### config.mk
export PLATFORM = sky130hd
export DESIGN_NAME = dub_board
export DESIGN_NICKNAME = d
export VERILOG_FILES = /design/src/verilog/dub_pkg.sv /design/src/verilog/dub_channel.sv /design/src/verilog/dub_board.sv
export SDC_FILE = /design/constraint.sdc
export NUM_CORES = 1
export LEC_CHECK = 0
export BUFFER_PORTS_ARGS = -buffer_cell sky130_fd_sc_hd__buf_2
export CORE_UTILIZATION = 46
export CTS_CLUSTER_DIAMETER = 150
export DETAILED_ROUTE_END_ITERATION = 6
export PLACE_DENSITY_LB_ADDON = 0.08
export REMOVE_ABC_BUFFERS = 1
export SYNTH_ARGS = -nofsm -noshare
export SYNTH_HDL_FRONTEND = slang
export SYNTH_SLANG_ARGS = --single-unit
export TNS_END_PERCENT = 10
### constraint.sdc
create_clock -name clock_i -period 4.2 [get_ports clock_i]
set_input_delay 0.84 -clock clock_i [delete_from_list [all_inputs] [get_ports clock_i]]
set_output_delay 0.84 -clock clock_i [all_outputs]
set_load 0.01 [all_outputs]
### src/verilog/dub_pkg.sv
// package: constants and types for the dual-channel serial board host interface
package dub_pkg;

   // ------------------------------------------------------------
   // channel register offsets
   // ------------------------------------------------------------
   localparam logic [2:0] OFS_DATA      = 3'h0;
   localparam logic [2:0] OFS_IER       = 3'h1;
   localparam logic [2:0] OFS_IID_FCTL  = 3'h2;
   localparam logic [2:0] OFS_LINE_CTL  = 3'h3;
   localparam logic [2:0] OFS_MODEM_CTL = 3'h4;
   localparam logic [2:0] OFS_LINE_STAT = 3'h5;
   localparam logic [2:0] OFS_MODEM_ST  = 3'h6;
   localparam logic [2:0] OFS_SCRATCH   = 3'h7;

   // ------------------------------------------------------------
   // field positions and reset values
   // ------------------------------------------------------------
   localparam int         DIV_SELECT_BIT   = 7;
   localparam int         AUX_OUT_ONE_BIT  = 2;
   localparam int         GLOBAL_IRQ_BIT   = 7;
   localparam logic [7:0] LINE_CTL_RESET   = 8'h00;
   localparam logic [7:0] MODEM_CTL_RESET  = 8'h04;
   localparam logic [7:0] IER_RESET        = 8'h00;
   localparam logic [7:0] SCRATCH_RESET    = 8'h00;
   localparam logic [7:0] FIFO_CTL_RESET   = 8'h00;
   localparam logic [15:0] DIVISOR_RESET   = 16'h0001;
   localparam logic [7:0] IID_NONE         = 8'h01;
   localparam logic [7:0] IID_RX_AVAIL     = 8'h04;
   localparam logic [7:0] IID_TX_EMPTY     = 8'h02;

   // ------------------------------------------------------------
   // vector register addresses and request levels
   // ------------------------------------------------------------
   localparam logic [9:0] VECTOR_ADDR_A    = 10'h2BF;
   localparam logic [9:0] VECTOR_ADDR_B    = 10'h1BF;
   localparam logic [15:0] LEVEL_ALLOWED   = 16'hDEF8;
   localparam int         NUM_LEVELS       = 16;

   // ------------------------------------------------------------
   // timing
   // ------------------------------------------------------------
   localparam int         OVERSAMPLE       = 16;

   // ------------------------------------------------------------
   // carriers
   // ------------------------------------------------------------
   typedef struct packed {
      logic       rd;
      logic       wr;
      logic [2:0] ofs;
      logic [7:0] wdata;
   } dub_access_type;

   typedef struct packed {
      logic       rx_valid;
      logic [7:0] rx_data;
      logic       tx_ready;
      logic [7:0] modem_in;
   } dub_line_type;

endpackage : dub_pkg

### src/verilog/dub_channel.sv
// module: one serial element register file with divisor and baud generator
`timescale 1ns/1ps
module dub_channel
   import dub_pkg::*;
#(
   parameter int DIV_W = 16
) (
   // clock and reset
   input  wire logic           clock_i,
   input  wire logic           rstn_i,
   // register access
   input  wire dub_access_type acc_i,
   output logic [7:0]          rdata_o,
   // reference tick at 1.8432 MHz rate
   input  wire logic           ref_tick_i,
   // line side
   input  wire dub_line_type   line_i,
   output logic                tx_load_o,
   output logic [7:0]          tx_data_o,
   output logic                rx_take_o,
   output logic                baud16_tick_o,
   output logic [15:0]         divisor_o,
   output logic [7:0]          line_ctl_o,
   output logic [7:0]          modem_ctl_o,
   output logic [7:0]          fifo_ctl_o,
   output logic                irq_o
);

   logic [7:0]       line_ctl_q;
   logic [7:0]       modem_ctl_q;
   logic [7:0]       ier_q;
   logic [7:0]       scratch_q;
   logic [7:0]       fifo_ctl_q;
   logic [DIV_W-1:0] divisor_q;
   logic [DIV_W-1:0] count_q;
   logic [7:0]       tx_data_q;
   logic             tx_load_q;
   logic             divisor_select;
   logic [7:0]       iid;

   assign divisor_select = line_ctl_q[DIV_SELECT_BIT];

   // ------------------------------------------------------------
   // register writes
   // ------------------------------------------------------------
   always_ff @(posedge clock_i) begin
      if (!rstn_i) begin
         line_ctl_q  <= LINE_CTL_RESET;
         modem_ctl_q <= MODEM_CTL_RESET;
         ier_q       <= IER_RESET;
         scratch_q   <= SCRATCH_RESET;
         fifo_ctl_q  <= FIFO_CTL_RESET;
         divisor_q   <= DIVISOR_RESET;
         tx_data_q   <= 8'h00;
         tx_load_q   <= 1'b0;
      end else begin
         tx_load_q <= 1'b0;
         if (acc_i.wr) begin
            case (acc_i.ofs)
               OFS_DATA: begin
                  if (divisor_select) begin
                     divisor_q[7:0] <= acc_i.wdata;
                  end else begin
                     tx_data_q <= acc_i.wdata;
                     tx_load_q <= 1'b1;
                  end
               end
               OFS_IER: begin
                  if (divisor_select) begin
                     divisor_q[15:8] <= acc_i.wdata;
                  end else begin
                     ier_q <= {4'h0, acc_i.wdata[3:0]};
                  end
               end
               OFS_IID_FCTL:  fifo_ctl_q  <= acc_i.wdata;
               OFS_LINE_CTL:  line_ctl_q  <= acc_i.wdata;
               OFS_MODEM_CTL: modem_ctl_q <= {3'h0, acc_i.wdata[4:0]};
               OFS_SCRATCH:   scratch_q   <= acc_i.wdata;
               default: begin
               end
            endcase
         end
      end
   end

   // ------------------------------------------------------------
   // baud generator: reference divided by divisor, 16x baud
   // ------------------------------------------------------------
   always_ff @(posedge clock_i) begin
      if (!rstn_i) begin
         count_q       <= '0;
         baud16_tick_o <= 1'b0;
      end else begin
         baud16_tick_o <= 1'b0;
         if (ref_tick_i) begin
            if (count_q + 1'b1 >= divisor_q || divisor_q == '0) begin
               count_q       <= '0;
               baud16_tick_o <= 1'b1;
            end else begin
               count_q <= count_q + 1'b1;
            end
         end
      end
   end

   // ------------------------------------------------------------
   // interrupt identification and read mux
   // ------------------------------------------------------------
   always_comb begin
      if (ier_q[0] && line_i.rx_valid) begin
         iid = IID_RX_AVAIL;
      end else if (ier_q[1] && line_i.tx_ready) begin
         iid = IID_TX_EMPTY;
      end else begin
         iid = IID_NONE;
      end
   end

   always_comb begin
      rdata_o = 8'h00;
      case (acc_i.ofs)
         OFS_DATA:      rdata_o = divisor_select ? divisor_q[7:0] : line_i.rx_data;
         OFS_IER:       rdata_o = divisor_select ? divisor_q[15:8] : ier_q;
         OFS_IID_FCTL:  rdata_o = iid;
         OFS_LINE_CTL:  rdata_o = line_ctl_q;
         OFS_MODEM_CTL: rdata_o = modem_ctl_q;
         OFS_LINE_STAT: rdata_o = {1'b0, line_i.tx_ready, line_i.tx_ready, 4'h0,
                                   line_i.rx_valid};
         OFS_MODEM_ST:  rdata_o = line_i.modem_in;
         OFS_SCRATCH:   rdata_o = scratch_q;
         default:       rdata_o = 8'h00;
      endcase
   end

   assign rx_take_o   = acc_i.rd && acc_i.ofs == OFS_DATA && !divisor_select;
   assign tx_load_o   = tx_load_q;
   assign tx_data_o   = tx_data_q;
   assign divisor_o   = divisor_q;
   assign line_ctl_o  = line_ctl_q;
   assign modem_ctl_o = modem_ctl_q;
   assign fifo_ctl_o  = fifo_ctl_q;
   assign irq_o       = (iid != IID_NONE);

endmodule // dub_channel

### src/verilog/dub_board.sv
// module: two-channel serial board host-bus interface, top level
`timescale 1ns/1ps
module dub_board
   import dub_pkg::*;
#(
   parameter int ADDR_W  = 10,
   parameter int REF_NUM = 1152,
   parameter int REF_DEN = 12500
) (
   // clock and reset
   input  wire logic              clock_i,
   input  wire logic              rstn_i,
   // host bus
   input  wire logic [ADDR_W-1:0] addr_i,
   input  wire logic              ior_i,
   input  wire logic              iow_i,
   input  wire logic [7:0]        wdata_i,
   output logic [7:0]             rdata_o,
   output logic                   rdata_oe_o,
   // board configuration
   input  wire logic              enhanced_mode_i,
   input  wire logic              vector_addr_alt_i,
   input  wire logic [ADDR_W-4:0] chan0_base_i,
   input  wire logic [ADDR_W-4:0] chan1_base_i,
   input  wire logic [3:0]        shared_irq_jumper_i,
   input  wire logic [3:0]        first_port_irq_jumper_i,
   input  wire logic [3:0]        second_port_irq_jumper_i,
   // line side, per channel
   input  wire dub_line_type      line0_i,
   input  wire dub_line_type      line1_i,
   output logic [1:0]             tx_load_o,
   output logic [15:0]            tx_data_o,
   output logic [1:0]             rx_take_o,
   output logic [1:0]             baud16_tick_o,
   output logic [31:0]            divisor_o,
   output logic [15:0]            line_ctl_o,
   output logic [15:0]            modem_ctl_o,
   output logic [15:0]            fifo_ctl_o,
   // host request levels
   output logic [NUM_LEVELS-1:0]  irq_o
);

   // ------------------------------------------------------------
   // helpers
   // ------------------------------------------------------------
   function automatic logic [NUM_LEVELS-1:0] route(input logic [3:0] lvl, input logic req);
      logic [NUM_LEVELS-1:0] v;
      v = '0;
      v[lvl] = req & LEVEL_ALLOWED[lvl];
      return v;
   endfunction

   function automatic logic hit(input logic [ADDR_W-1:0] a, input logic [ADDR_W-4:0] b);
      return a[ADDR_W-1:3] == b;
   endfunction

   // ------------------------------------------------------------
   // reference tick: fractional accumulator for 1.8432 MHz
   // ------------------------------------------------------------
   logic [15:0] ref_acc_q;
   logic        ref_tick_q;

   always_ff @(posedge clock_i) begin
      if (!rstn_i) begin
         ref_acc_q  <= 16'h0000;
         ref_tick_q <= 1'b0;
      end else if (ref_acc_q + 16'(REF_NUM) >= 16'(REF_DEN)) begin
         ref_acc_q  <= 16'(ref_acc_q + 16'(REF_NUM) - 16'(REF_DEN));
         ref_tick_q <= 1'b1;
      end else begin
         ref_acc_q  <= 16'(ref_acc_q + 16'(REF_NUM));
         ref_tick_q <= 1'b0;
      end
   end

   // ------------------------------------------------------------
   // address decode
   // ------------------------------------------------------------
   logic [1:0]       sel;
   logic             vec_sel;
   logic [ADDR_W-1:0] vec_addr;
   dub_access_type   acc [2];
   logic [7:0]       ch_rdata [2];
   logic [1:0]       ch_irq;

   assign vec_addr = vector_addr_alt_i ? ADDR_W'(VECTOR_ADDR_B) : ADDR_W'(VECTOR_ADDR_A);
   assign vec_sel  = enhanced_mode_i && addr_i == vec_addr;
   assign sel[0]   = hit(addr_i, chan0_base_i) && !vec_sel;
   assign sel[1]   = hit(addr_i, chan1_base_i) && !vec_sel && !sel[0];

   always_comb begin
      for (int i = 0; i < 2; i++) begin
         acc[i].rd    = ior_i && sel[i];
         acc[i].wr    = iow_i && sel[i];
         acc[i].ofs   = addr_i[2:0];
         acc[i].wdata = wdata_i;
      end
   end

   // ------------------------------------------------------------
   // channels
   // ------------------------------------------------------------
   dub_channel u_chan0 (
      .clock_i       (clock_i),
      .rstn_i        (rstn_i),
      .acc_i         (acc[0]),
      .rdata_o       (ch_rdata[0]),
      .ref_tick_i    (ref_tick_q),
      .line_i        (line0_i),
      .tx_load_o     (tx_load_o[0]),
      .tx_data_o     (tx_data_o[7:0]),
      .rx_take_o     (rx_take_o[0]),
      .baud16_tick_o (baud16_tick_o[0]),
      .divisor_o     (divisor_o[15:0]),
      .line_ctl_o    (line_ctl_o[7:0]),
      .modem_ctl_o   (modem_ctl_o[7:0]),
      .fifo_ctl_o    (fifo_ctl_o[7:0]),
      .irq_o         (ch_irq[0])
   );

   dub_channel u_chan1 (
      .clock_i       (clock_i),
      .rstn_i        (rstn_i),
      .acc_i         (acc[1]),
      .rdata_o       (ch_rdata[1]),
      .ref_tick_i    (ref_tick_q),
      .line_i        (line1_i),
      .tx_load_o     (tx_load_o[1]),
      .tx_data_o     (tx_data_o[15:8]),
      .rx_take_o     (rx_take_o[1]),
      .baud16_tick_o (baud16_tick_o[1]),
      .divisor_o     (divisor_o[31:16]),
      .line_ctl_o    (line_ctl_o[15:8]),
      .modem_ctl_o   (modem_ctl_o[15:8]),
      .fifo_ctl_o    (fifo_ctl_o[15:8]),
      .irq_o         (ch_irq[1])
   );

   // ------------------------------------------------------------
   // vector register and global enable
   // ------------------------------------------------------------
   logic       global_en_q;
   logic [1:0] pend_q;
   logic [1:0] gated;

   always_ff @(posedge clock_i) begin
      if (!rstn_i) begin
         global_en_q <= 1'b0;
      end else if (iow_i && vec_sel) begin
         global_en_q <= wdata_i[GLOBAL_IRQ_BIT];
      end
   end

   assign gated[0] = ch_irq[0] && modem_ctl_o[AUX_OUT_ONE_BIT];
   assign gated[1] = ch_irq[1] && modem_ctl_o[8 + AUX_OUT_ONE_BIT];

   always_ff @(posedge clock_i) begin
      if (!rstn_i) begin
         pend_q <= 2'b00;
      end else begin
         pend_q <= gated;
      end
   end

   // ------------------------------------------------------------
   // read data
   // ------------------------------------------------------------
   always_comb begin
      rdata_o    = 8'h00;
      rdata_oe_o = 1'b0;
      if (ior_i && vec_sel) begin
         rdata_o    = {global_en_q, 5'h00, pend_q};
         rdata_oe_o = 1'b1;
      end else if (ior_i && sel[0]) begin
         rdata_o    = ch_rdata[0];
         rdata_oe_o = 1'b1;
      end else if (ior_i && sel[1]) begin
         rdata_o    = ch_rdata[1];
         rdata_oe_o = 1'b1;
      end
   end

   // ------------------------------------------------------------
   // request routing
   // ------------------------------------------------------------
   always_comb begin
      if (enhanced_mode_i) begin
         irq_o = route(shared_irq_jumper_i, global_en_q && |pend_q);
      end else begin
         irq_o = route(first_port_irq_jumper_i, ch_irq[0])
               | route(second_port_irq_jumper_i, ch_irq[1]);
      end
   end

endmodule // dub_board

## After elaboration in Yosys (flattened, before gate mapping)

Memory sizes are Yosys's and may differ from the RTL's.
Cells that the tools add are included.

| storage, ports and cells | value |
|---|---|
| flip-flop bits (word level) | 170 |
| ROM bits | 48 |
| input port bits | 86 |
| output and inout bits | 127 |
| word-level logic and storage cells | 151 |
| memories kept | 3 |

Memories:

| memory | words | width | read ports | clocked after Yosys merged registers in | write ports | RTL line | source |
|---|---|---|---|---|---|---|---|
| (name not given) | 16 | 1 | 1 | 0 | 0 | dub_board.sv:49 | `v[lvl] = req & LEVEL_ALLOWED[lvl];` |
| (name not given) | 16 | 1 | 1 | 0 | 0 | dub_board.sv:49 |  |
| (name not given) | 16 | 1 | 1 | 0 | 0 | dub_board.sv:49 |  |

| operators by class | value |
|---|---|
| add/sub/neg operators | 4 |
| order comparisons | 9 |
| equality and inequality tests | 12 |
| multiplexer cells | 35 |
| bitwise operators | 9 |
| reductions and logical operators | 53 |

Operator list:

| kind | count |
|---|---|
| case mux 8 bit (8 select lines) | 2 |
| 2-to-1 mux 8 bit | 9 |
| 2-to-1 mux 16 bit | 4 |
| AND 16 bit | 3 |
| adder 16 x 1 -> 16 bit (second input constant) | 2 |
| greater-or-equal comparator 16 bit | 2 |
| zero test 16 bit | 2 |
| AND reduction 3 bit | 10 |
| logical AND 1 bit | 24 |
| AND reduction 2 bit | 9 |
| adder 16 x 11 -> 16 bit (second input constant) | 1 |
| greater-or-equal comparator 16 x 14 -> 1 bit (second input constant) | 1 |
| != test 8 x 1 -> 1 bit (second input constant) | 2 |
| OR 16 bit | 1 |
| subtractor 16 x 14 -> 16 bit (second input constant) | 1 |
| less-than comparator 4 x 5 -> 1 bit (second input constant) | 3 |
| == test 7 bit | 2 |
| 2-to-1 mux 1 bit | 14 |
| demux 1 bit (select 4 bit) | 3 |
| == test 3 bit (second input constant) | 4 |
| greater-or-equal comparator 4 x 1 -> 1 bit (second input constant) | 3 |
| == test 10 bit | 1 |
| 2-to-1 mux 10 bit | 1 |
| == test 3 x 2 -> 1 bit (second input constant) | 2 |
| other kinds (8) | 16 |

## Depth between registers and ports, before layout

| depth | value |
|---|---|
| depth in word-level cells | 11 |
| depth in mapped cells | 14 |
| depth with buffers taken out | 12 |

## Cells and area by module

From an unflattened synthesis, not the netlist that was laid out.

| unflattened totals | value |
|---|---|
| cells, all modules | 1243 |
| area total of the unflattened synthesis | 10211.0 µm² |

By module, submodules not included:

| module | times used | cells each | area each (µm²) | seq. area each (µm²) |
|---|---|---|---|---|
| dub_channel at u_chan1 | 1 | 515 | 4286.6 | 1501.4 |
| dub_channel at u_chan0 | 1 | 482 | 4061.4 | 1501.4 |
| dub_board | 1 | 246 | 1863.0 | 360.3 |

## Worst setup path after synthesis

Ideal clock, no wire load.

| timing path | value |
|---|---|
| path kind | in2out |
| start | input addr_i[8] |
| end | output rdata_o[1] |
| arrival time | 2470 ps |
| required time | 3360 ps |
| path slack | 890 ps |
| stages on the path | 7 |
| buffers on the path | 1 |
| path through | or3b_1 a2111oi_4 and3b_1 buf_6 and3_1 a21oi_1 o22ai_1 |

| between the ends | value |
|---|---|
| word-level cells in the longest chain between the ends | 10 |
| elaborated cells on any way between the ends | 15 |
| those cells by class | eq/ne (3); mux (3); reduce/logical (9) |

Ends and longest elaborated chain:

| element | RTL line | source |
|---|---|---|
| start: declaration | dub_board.sv:14 | `input wire logic [ADDR_W-1:0] addr_i,` |
| == test 10 bit | dub_board.sv:87 | `assign vec_sel = enhanced_mode_i && addr_i == vec_addr;` |
| logical AND 1 bit | dub_board.sv:87 |  |
| zero test 1 bit | dub_board.sv:88, dub_board.sv:89 |  |
| logical AND 1 bit | dub_board.sv:88 | `assign sel[0] = hit(addr_i, chan0_base_i) && !vec_sel;` |
| zero test 1 bit | dub_board.sv:89 | `assign sel[1] = hit(addr_i, chan1_base_i) && !vec_sel && !sel[0];` |
| logical AND 1 bit | dub_board.sv:89 |  |
| logical AND 1 bit | dub_board.sv:177 | `end else if (ior_i && sel[1]) begin` |
| 2-to-1 mux 8 bit | dub_board.sv:177 |  |
| 2-to-1 mux 8 bit | dub_board.sv:174 | `end else if (ior_i && sel[0]) begin` |
| 2-to-1 mux 8 bit * | dub_board.sv:171 | `if (ior_i && vec_sel) begin` |
| end: declaration | dub_board.sv:18 | `output logic [7:0] rdata_o,` |

Every way passes the cells marked *; elsewhere a longest branch is shown, timed or not.

## Worst setup path after layout

| timing path | value |
|---|---|
| start | input addr_i[0] |
| end | output rx_take_o[1] |

| between the ends | value |
|---|---|
| word-level cells in the longest chain between the ends | 9 |
| elaborated cells on any way between the ends | 11 |
| those cells by class | eq/ne (1); reduce/logical (10) |

Ends and longest elaborated chain:

| element | RTL line | source |
|---|---|---|
| == test 10 bit | dub_board.sv:87 |  |
| logical AND 1 bit | dub_board.sv:87 |  |
| zero test 1 bit | dub_board.sv:88, dub_board.sv:89 |  |
| logical AND 1 bit | dub_board.sv:88 |  |
| zero test 1 bit | dub_board.sv:89 |  |
| logical AND 1 bit | dub_board.sv:89 |  |
| logical AND 1 bit | dub_board.sv:93 | `acc[i].rd = ior_i && sel[i];` |
| logical AND 1 bit * (2 in a row) | dub_channel.sv:135 | `assign rx_take_o = acc_i.rd && acc_i.ofs == OFS_DATA && !divisor_select;` |
| end: declaration | dub_board.sv:33 | `output logic [1:0] rx_take_o,` |

Marked as above.

==> flow_summary.html <==
<table>
<tr><th>Metric</th><th>Value</th></tr>
<tr><th colspan="2">Run status</th></tr>
<tr><td>Status</td><td>completed</td></tr>
<tr><th colspan="2">Clock tree</th></tr>
<tr><td>Clk pin slew, worst setup/hold paths</td><td>~0.060 ns</td></tr>
<tr><td>Clock tree from TritonCTS</td><td>built</td></tr>
<tr><td>Post_cts resized</td><td>0</td></tr>
<tr><td>Max Root-Sink Buffers</td><td>2</td></tr>
<tr><td>CTS Hold Buffers Added</td><td>0</td></tr>
<tr><td>Clock root cell</td><td>sky130_fd_sc_hd__clkbuf_16</td></tr>
<tr><td>Clock latency reported for the late side of the worst-skew pair</td><td>0.43 ns</td></tr>
<tr><td>Number of post-CTS setup repair buffers</td><td>0</td></tr>
<tr><td>H-Tree Level Count</td><td>4</td></tr>
<tr><td>Number of sinks handled by clock tree synthesis</td><td>168</td></tr>
<tr><td>Inserted Clock Buffers</td><td>17</td></tr>
<tr><th colspan="2">Detailed routing</th></tr>
<tr><td>Overall via count from detail_route</td><td>9384</td></tr>
<tr><td>First drt pass iteration count</td><td>7</td></tr>
<tr><td>1st-iter DRT viols</td><td>slightly above 600</td></tr>
<tr><td>DRC violations left</td><td>0</td></tr>
<tr><td>Avg Vias per Cell</td><td>just under 6</td></tr>
<tr><td>Routed Antenna Nets</td><td>0</td></tr>
<tr><td>Wire length per cell</td><td>19.7 microns</td></tr>
<tr><td>Routed WL</td><td>approximately 32000 microns</td></tr>
<tr><th colspan="2">Synth</th></tr>
<tr><td>Fraction of synthesis flops using an asynchronous set or reset pin</td><td>0%</td></tr>
<tr><td>Average cell area after synthesis</td><td>~8.5 sq um</td></tr>
<tr><td>Post-Synthesis Cell Area</td><td>just under 0.01 sq mm</td></tr>
<tr><td>Top_reg_cell synth</td><td>sky130_fd_sc_hd__dfxtp_1</td></tr>
<tr><td>Count of unique library cells instantiated by Yosys</td><td>71</td></tr>
<tr><td>FF+latch count, synth</td><td>roughly 170</td></tr>
<tr><td>Warning count from the yosys run</td><td>0</td></tr>
<tr><td>Leading post-synthesis cells by cell area</td><td>sky130_fd_sc_hd__dfxtp_1, sky130_fd_sc_hd__mux2i_1, sky130_fd_sc_hd__nand2_1, sky130_fd_sc_hd__ha_1, sky130_fd_sc_hd__nor2_1</td></tr>
<tr><td>Number of enable flip-flop cells after synthesis</td><td>0</td></tr>
<tr><td>Share of the synthesized area in the top cell type</td><td>roughly 34%</td></tr>
<tr><td>Sequential element share of the synthesized area</td><td>between 30 and 40%</td></tr>
<tr><td>Cell count after synthesis</td><td>between 1000 and 1500</td></tr>
<tr><td>Cell taking the most area after synthesis</td><td>sky130_fd_sc_hd__dfxtp_1</td></tr>
<tr><th colspan="2">Power</th></tr>
<tr><td>Reported leakage power</td><td>~5.2 nW</td></tr>
<tr><td>Sum of internal, switching and leakage power</td><td>roughly 0.0039 W</td></tr>
<tr><td>Worst supply voltage drop on vdd</td><td>approximately 250 uV</td></tr>
<tr><td>Areal power density over the cells</td><td>~340 mW/mm^2</td></tr>
<tr><th colspan="2">Layout</th></tr>
<tr><td>Net total in the final layout</td><td>1452</td></tr>
<tr><td>FF/Latch Area</td><td>approximately 0.0034 sq mm</td></tr>
<tr><td>Area of the multi-input gates</td><td>about 0.0060 sq mm</td></tr>
<tr><td>Most common cell after layout, fill and taps aside</td><td>sky130_fd_sc_hd__buf_2</td></tr>
<tr><td>Highest-count cells in the layout ignoring fill and taps</td><td>sky130_fd_sc_hd__buf_2, sky130_fd_sc_hd__dfxtp_1, sky130_fd_sc_hd__nand2_1</td></tr>
<tr><td>Fraction of layout instances using a drive strength above 1</td><td>21.8%</td></tr>
<tr><td>Synth-to-Final Area Change</td><td>17.3%</td></tr>
<tr><td>Fillers</td><td>about 2000</td></tr>
<tr><th colspan="2">Die</th></tr>
<tr><td>Num ports</td><td>213</td></tr>
<tr><td>Die Width</td><td>between 100 and 150 microns</td></tr>
<tr><td>Full die area</td><td>approximately 0.022 sq mm</td></tr>
<tr><td>Number of core rows</td><td>53</td></tr>
<tr><td>Die extent in y</td><td>approximately 150 microns</td></tr>
<tr><td>Effective utilization at floorplan</td><td>47.1%</td></tr>
<tr><td>Core Region</td><td>0.0211 sq mm</td></tr>
<tr><th colspan="2">Placement</th></tr>
<tr><td>Port buffer count</td><td>201</td></tr>
<tr><td>Dpl hpwl</td><td>roughly 24000 microns</td></tr>
<tr><td>Placer congestion estimate</td><td>~0.94</td></tr>
<tr><th colspan="2">Setup path</th></tr>
<tr><td>Critical path data required time</td><td>between 3 and 4 ns</td></tr>
<tr><td>Delay of the slowest cell on the worst path</td><td>0.50 ns</td></tr>
<tr><td>Type of the setup path with the least slack</td><td>input port to primary output</td></tr>
<tr><td>Critical path buffer and inverter count</td><td>2</td></tr>
<tr><td>Crit path max-delay family</td><td>simple AND/OR/NAND/NOR gates</td></tr>
<tr><td>Slowest library cell on the worst path</td><td>sky130_fd_sc_hd__a21oi_2</td></tr>
<tr><td>Kind of start point of the critical path</td><td>input port</td></tr>
<tr><td>Arrival time at the worst endpoint</td><td>between 3 and 4 ns</td></tr>
<tr><td>Type of element capturing the critical path</td><td>primary output</td></tr>
<tr><td>Crit path cell chain</td><td>buf_2, nand3_1, a2111oi_4, a21oi_2, nand3_1, nor3_1, buf_2</td></tr>
<tr><td>Peak fanout along the critical path</td><td>12</td></tr>
<tr><th colspan="2">Timing</th></tr>
<tr><td>Tightest Pin Transition</td><td>around 1.2 ns</td></tr>
<tr><td>Unrepaired setup endpoints after global routing</td><td>false</td></tr>
<tr><td>Max Fclk</td><td>between 200 and 300 MHz</td></tr>
<tr><td>Worst max-slew margin expressed relative to the limit</td><td>between 10% and 20%</td></tr>
<tr><td>Final count of hold timing violations</td><td>0</td></tr>
<tr><td>TNS Setup</td><td>0 ns</td></tr>
<tr><td>Minimum period implied by the final worst setup slack</td><td>3.90 ns</td></tr>
<tr><td>Number of setup violations in the final report</td><td>0</td></tr>
<tr><td>Max-slew violations</td><td>0</td></tr>
<tr><td>Part of the cycle the worst path needs</td><td>between 90% and 100%</td></tr>
<tr><td>Final clock skew</td><td>0.00861 ns</td></tr>
<tr><th colspan="2">Hold path</th></tr>
<tr><td>Worst hold-check path type</td><td>flip-flop to flip-flop</td></tr>
<tr><th colspan="2">Global routing</th></tr>
<tr><td>Maximum number of pins on one net before global-route repair</td><td>between 50 and 60</td></tr>
<tr><td>Number of global-route vias before repair</td><td>between 8000 and 9000</td></tr>
<tr><td>All-Layer GR Usage</td><td>28.6%</td></tr>
<tr><td>Global-route wire length before repair</td><td>48400 microns</td></tr>
<tr><td>Sum of overflow across all layers after global routing</td><td>0</td></tr>
<tr><td>Initial antenna violation count</td><td>2</td></tr>
<tr><th colspan="2">Job</th></tr>
<tr><td>Number of maximum-capacitance constraint violations</td><td>0</td></tr>
</table>
## stage by stage
| step | area (sq um) | std cells | utilization [%] | hold slack [ns] | worst slack, ns |
|---|---|---|---|---|---|
| global placement | 11000 | 1584 | 52.3 | 0.442 | 0.457 |
| global route | 11600 | 1616 | 55.2 | 0.475 | 0.215 |
| CTS | 11600 | 1616 | 55.2 | 0.459 | 0.329 |
| finish | 11600 | 1617 | 55.2 | 0.457 | 0.300 |
| floorplan | 9530 | 1091 | - | 0.431 | 0.815 |
| detailed placement | 11000 | 1584 | 52.3 | 0.448 | 0.331 |
## power breakdown
part	leakage (nW)	internal (W)	switching, W
sequential	1.35	0.00164	0.0000585
clock	0.287	0.000958	0.000687
combinational	3.59	0.000227	0.000372
## worst paths after layout
| path | from | to | slack [ns] | cells past startpoint |
|---|---|---|---|---|
| max reg2reg | u_chan1.count_q[2]$_SDFFE_PN0P_ | u_chan1.count_q[6]$_SDFFE_PN0P_ | 0.78 | 10 |
| min reg2reg | u_chan0.scratch_q[4]$_SDFFE_PN0P_ | u_chan0.scratch_q[4]$_SDFFE_PN0P_ | 0.46 | 2 |
| min | u_chan0.scratch_q[4]$_SDFFE_PN0P_ | u_chan0.scratch_q[4]$_SDFFE_PN0P_ | 0.46 | 2 |
| max | addr_i[0] | rx_take_o[1] | 0.30 | 7 |
## final cells by class
class,instances,area share (%)
multi-input combinational,871,51.3
sequential,168,28.9
timing repair buffer,218,9.95
clock buffer,19,3.80
tap,275,2.95
inverter,52,1.68
clock inverter,13,1.45
antenna,1,0.0215
## cell usage after synthesis (all sizes together), types with 16 or more instances
master	instances
xor2	24
mux2i	114
a21oi	39
nand4	28
ha	38
inv	52
buf	35
dfxtp	168
nand2	131
clkbuf	56
nand3	49
nor3	16
xnor2	25
a22o	21
o21ai	56
nor2	111
o22ai	17
## worst register-to-register path, cell delays in order (launching register included)
cell and delay [ns]:
sky130_fd_sc_hd__dfxtp_1 0.44, sky130_fd_sc_hd__nand2_1 0.09, sky130_fd_sc_hd__nor2_1 0.33, sky130_fd_sc_hd__nand4_1 0.27, sky130_fd_sc_hd__or3b_2 0.54, sky130_fd_sc_hd__xnor2_1 0.21, sky130_fd_sc_hd__ha_1 0.27, sky130_fd_sc_hd__o21ai_0 0.10
sky130_fd_sc_hd__o21a_1 0.42, sky130_fd_sc_hd__and3_1 0.48, sky130_fd_sc_hd__a22o_1 0.20
## logic make-up after synthesis
kind of cell	count (synthesis)	share of synthesized area, %
XOR/XNOR	49	4.32
buffers and inverters	143	6.33
other	1	0.0378
multiplexers	135	14.8
AO/OA/AOI/OAI	222	15.2
adder cells (fa/ha/maj)	38	4.79
flip-flops	168	33.9
AND/OR/NAND/NOR	416	20.7
## state kept, by name (all words and copies together), names as in the netlist, 14 cells and up
| name | cells |
|---|---|
| u_chan0.divisor_o | 16 |
| u_chan0.count_q | 16 |
| ref_acc_q | 14 |
| u_chan1.count_q | 16 |
| u_chan1.divisor_o | 16 |
## routing by layer
metal | GRT usage (%) | vias to the layer above | routed length [microns]
li1 | - | 4495 | -
met1 | 37.9 | 4475 | 14200
met2 | 47.2 | 371 | 14700
met3 | 5.57 | 41 | 2350
met4 | 7.81 | 2 | 517
met5 | 0 | - | 11
No activity file was read; power rests on OpenSTA's default activity.
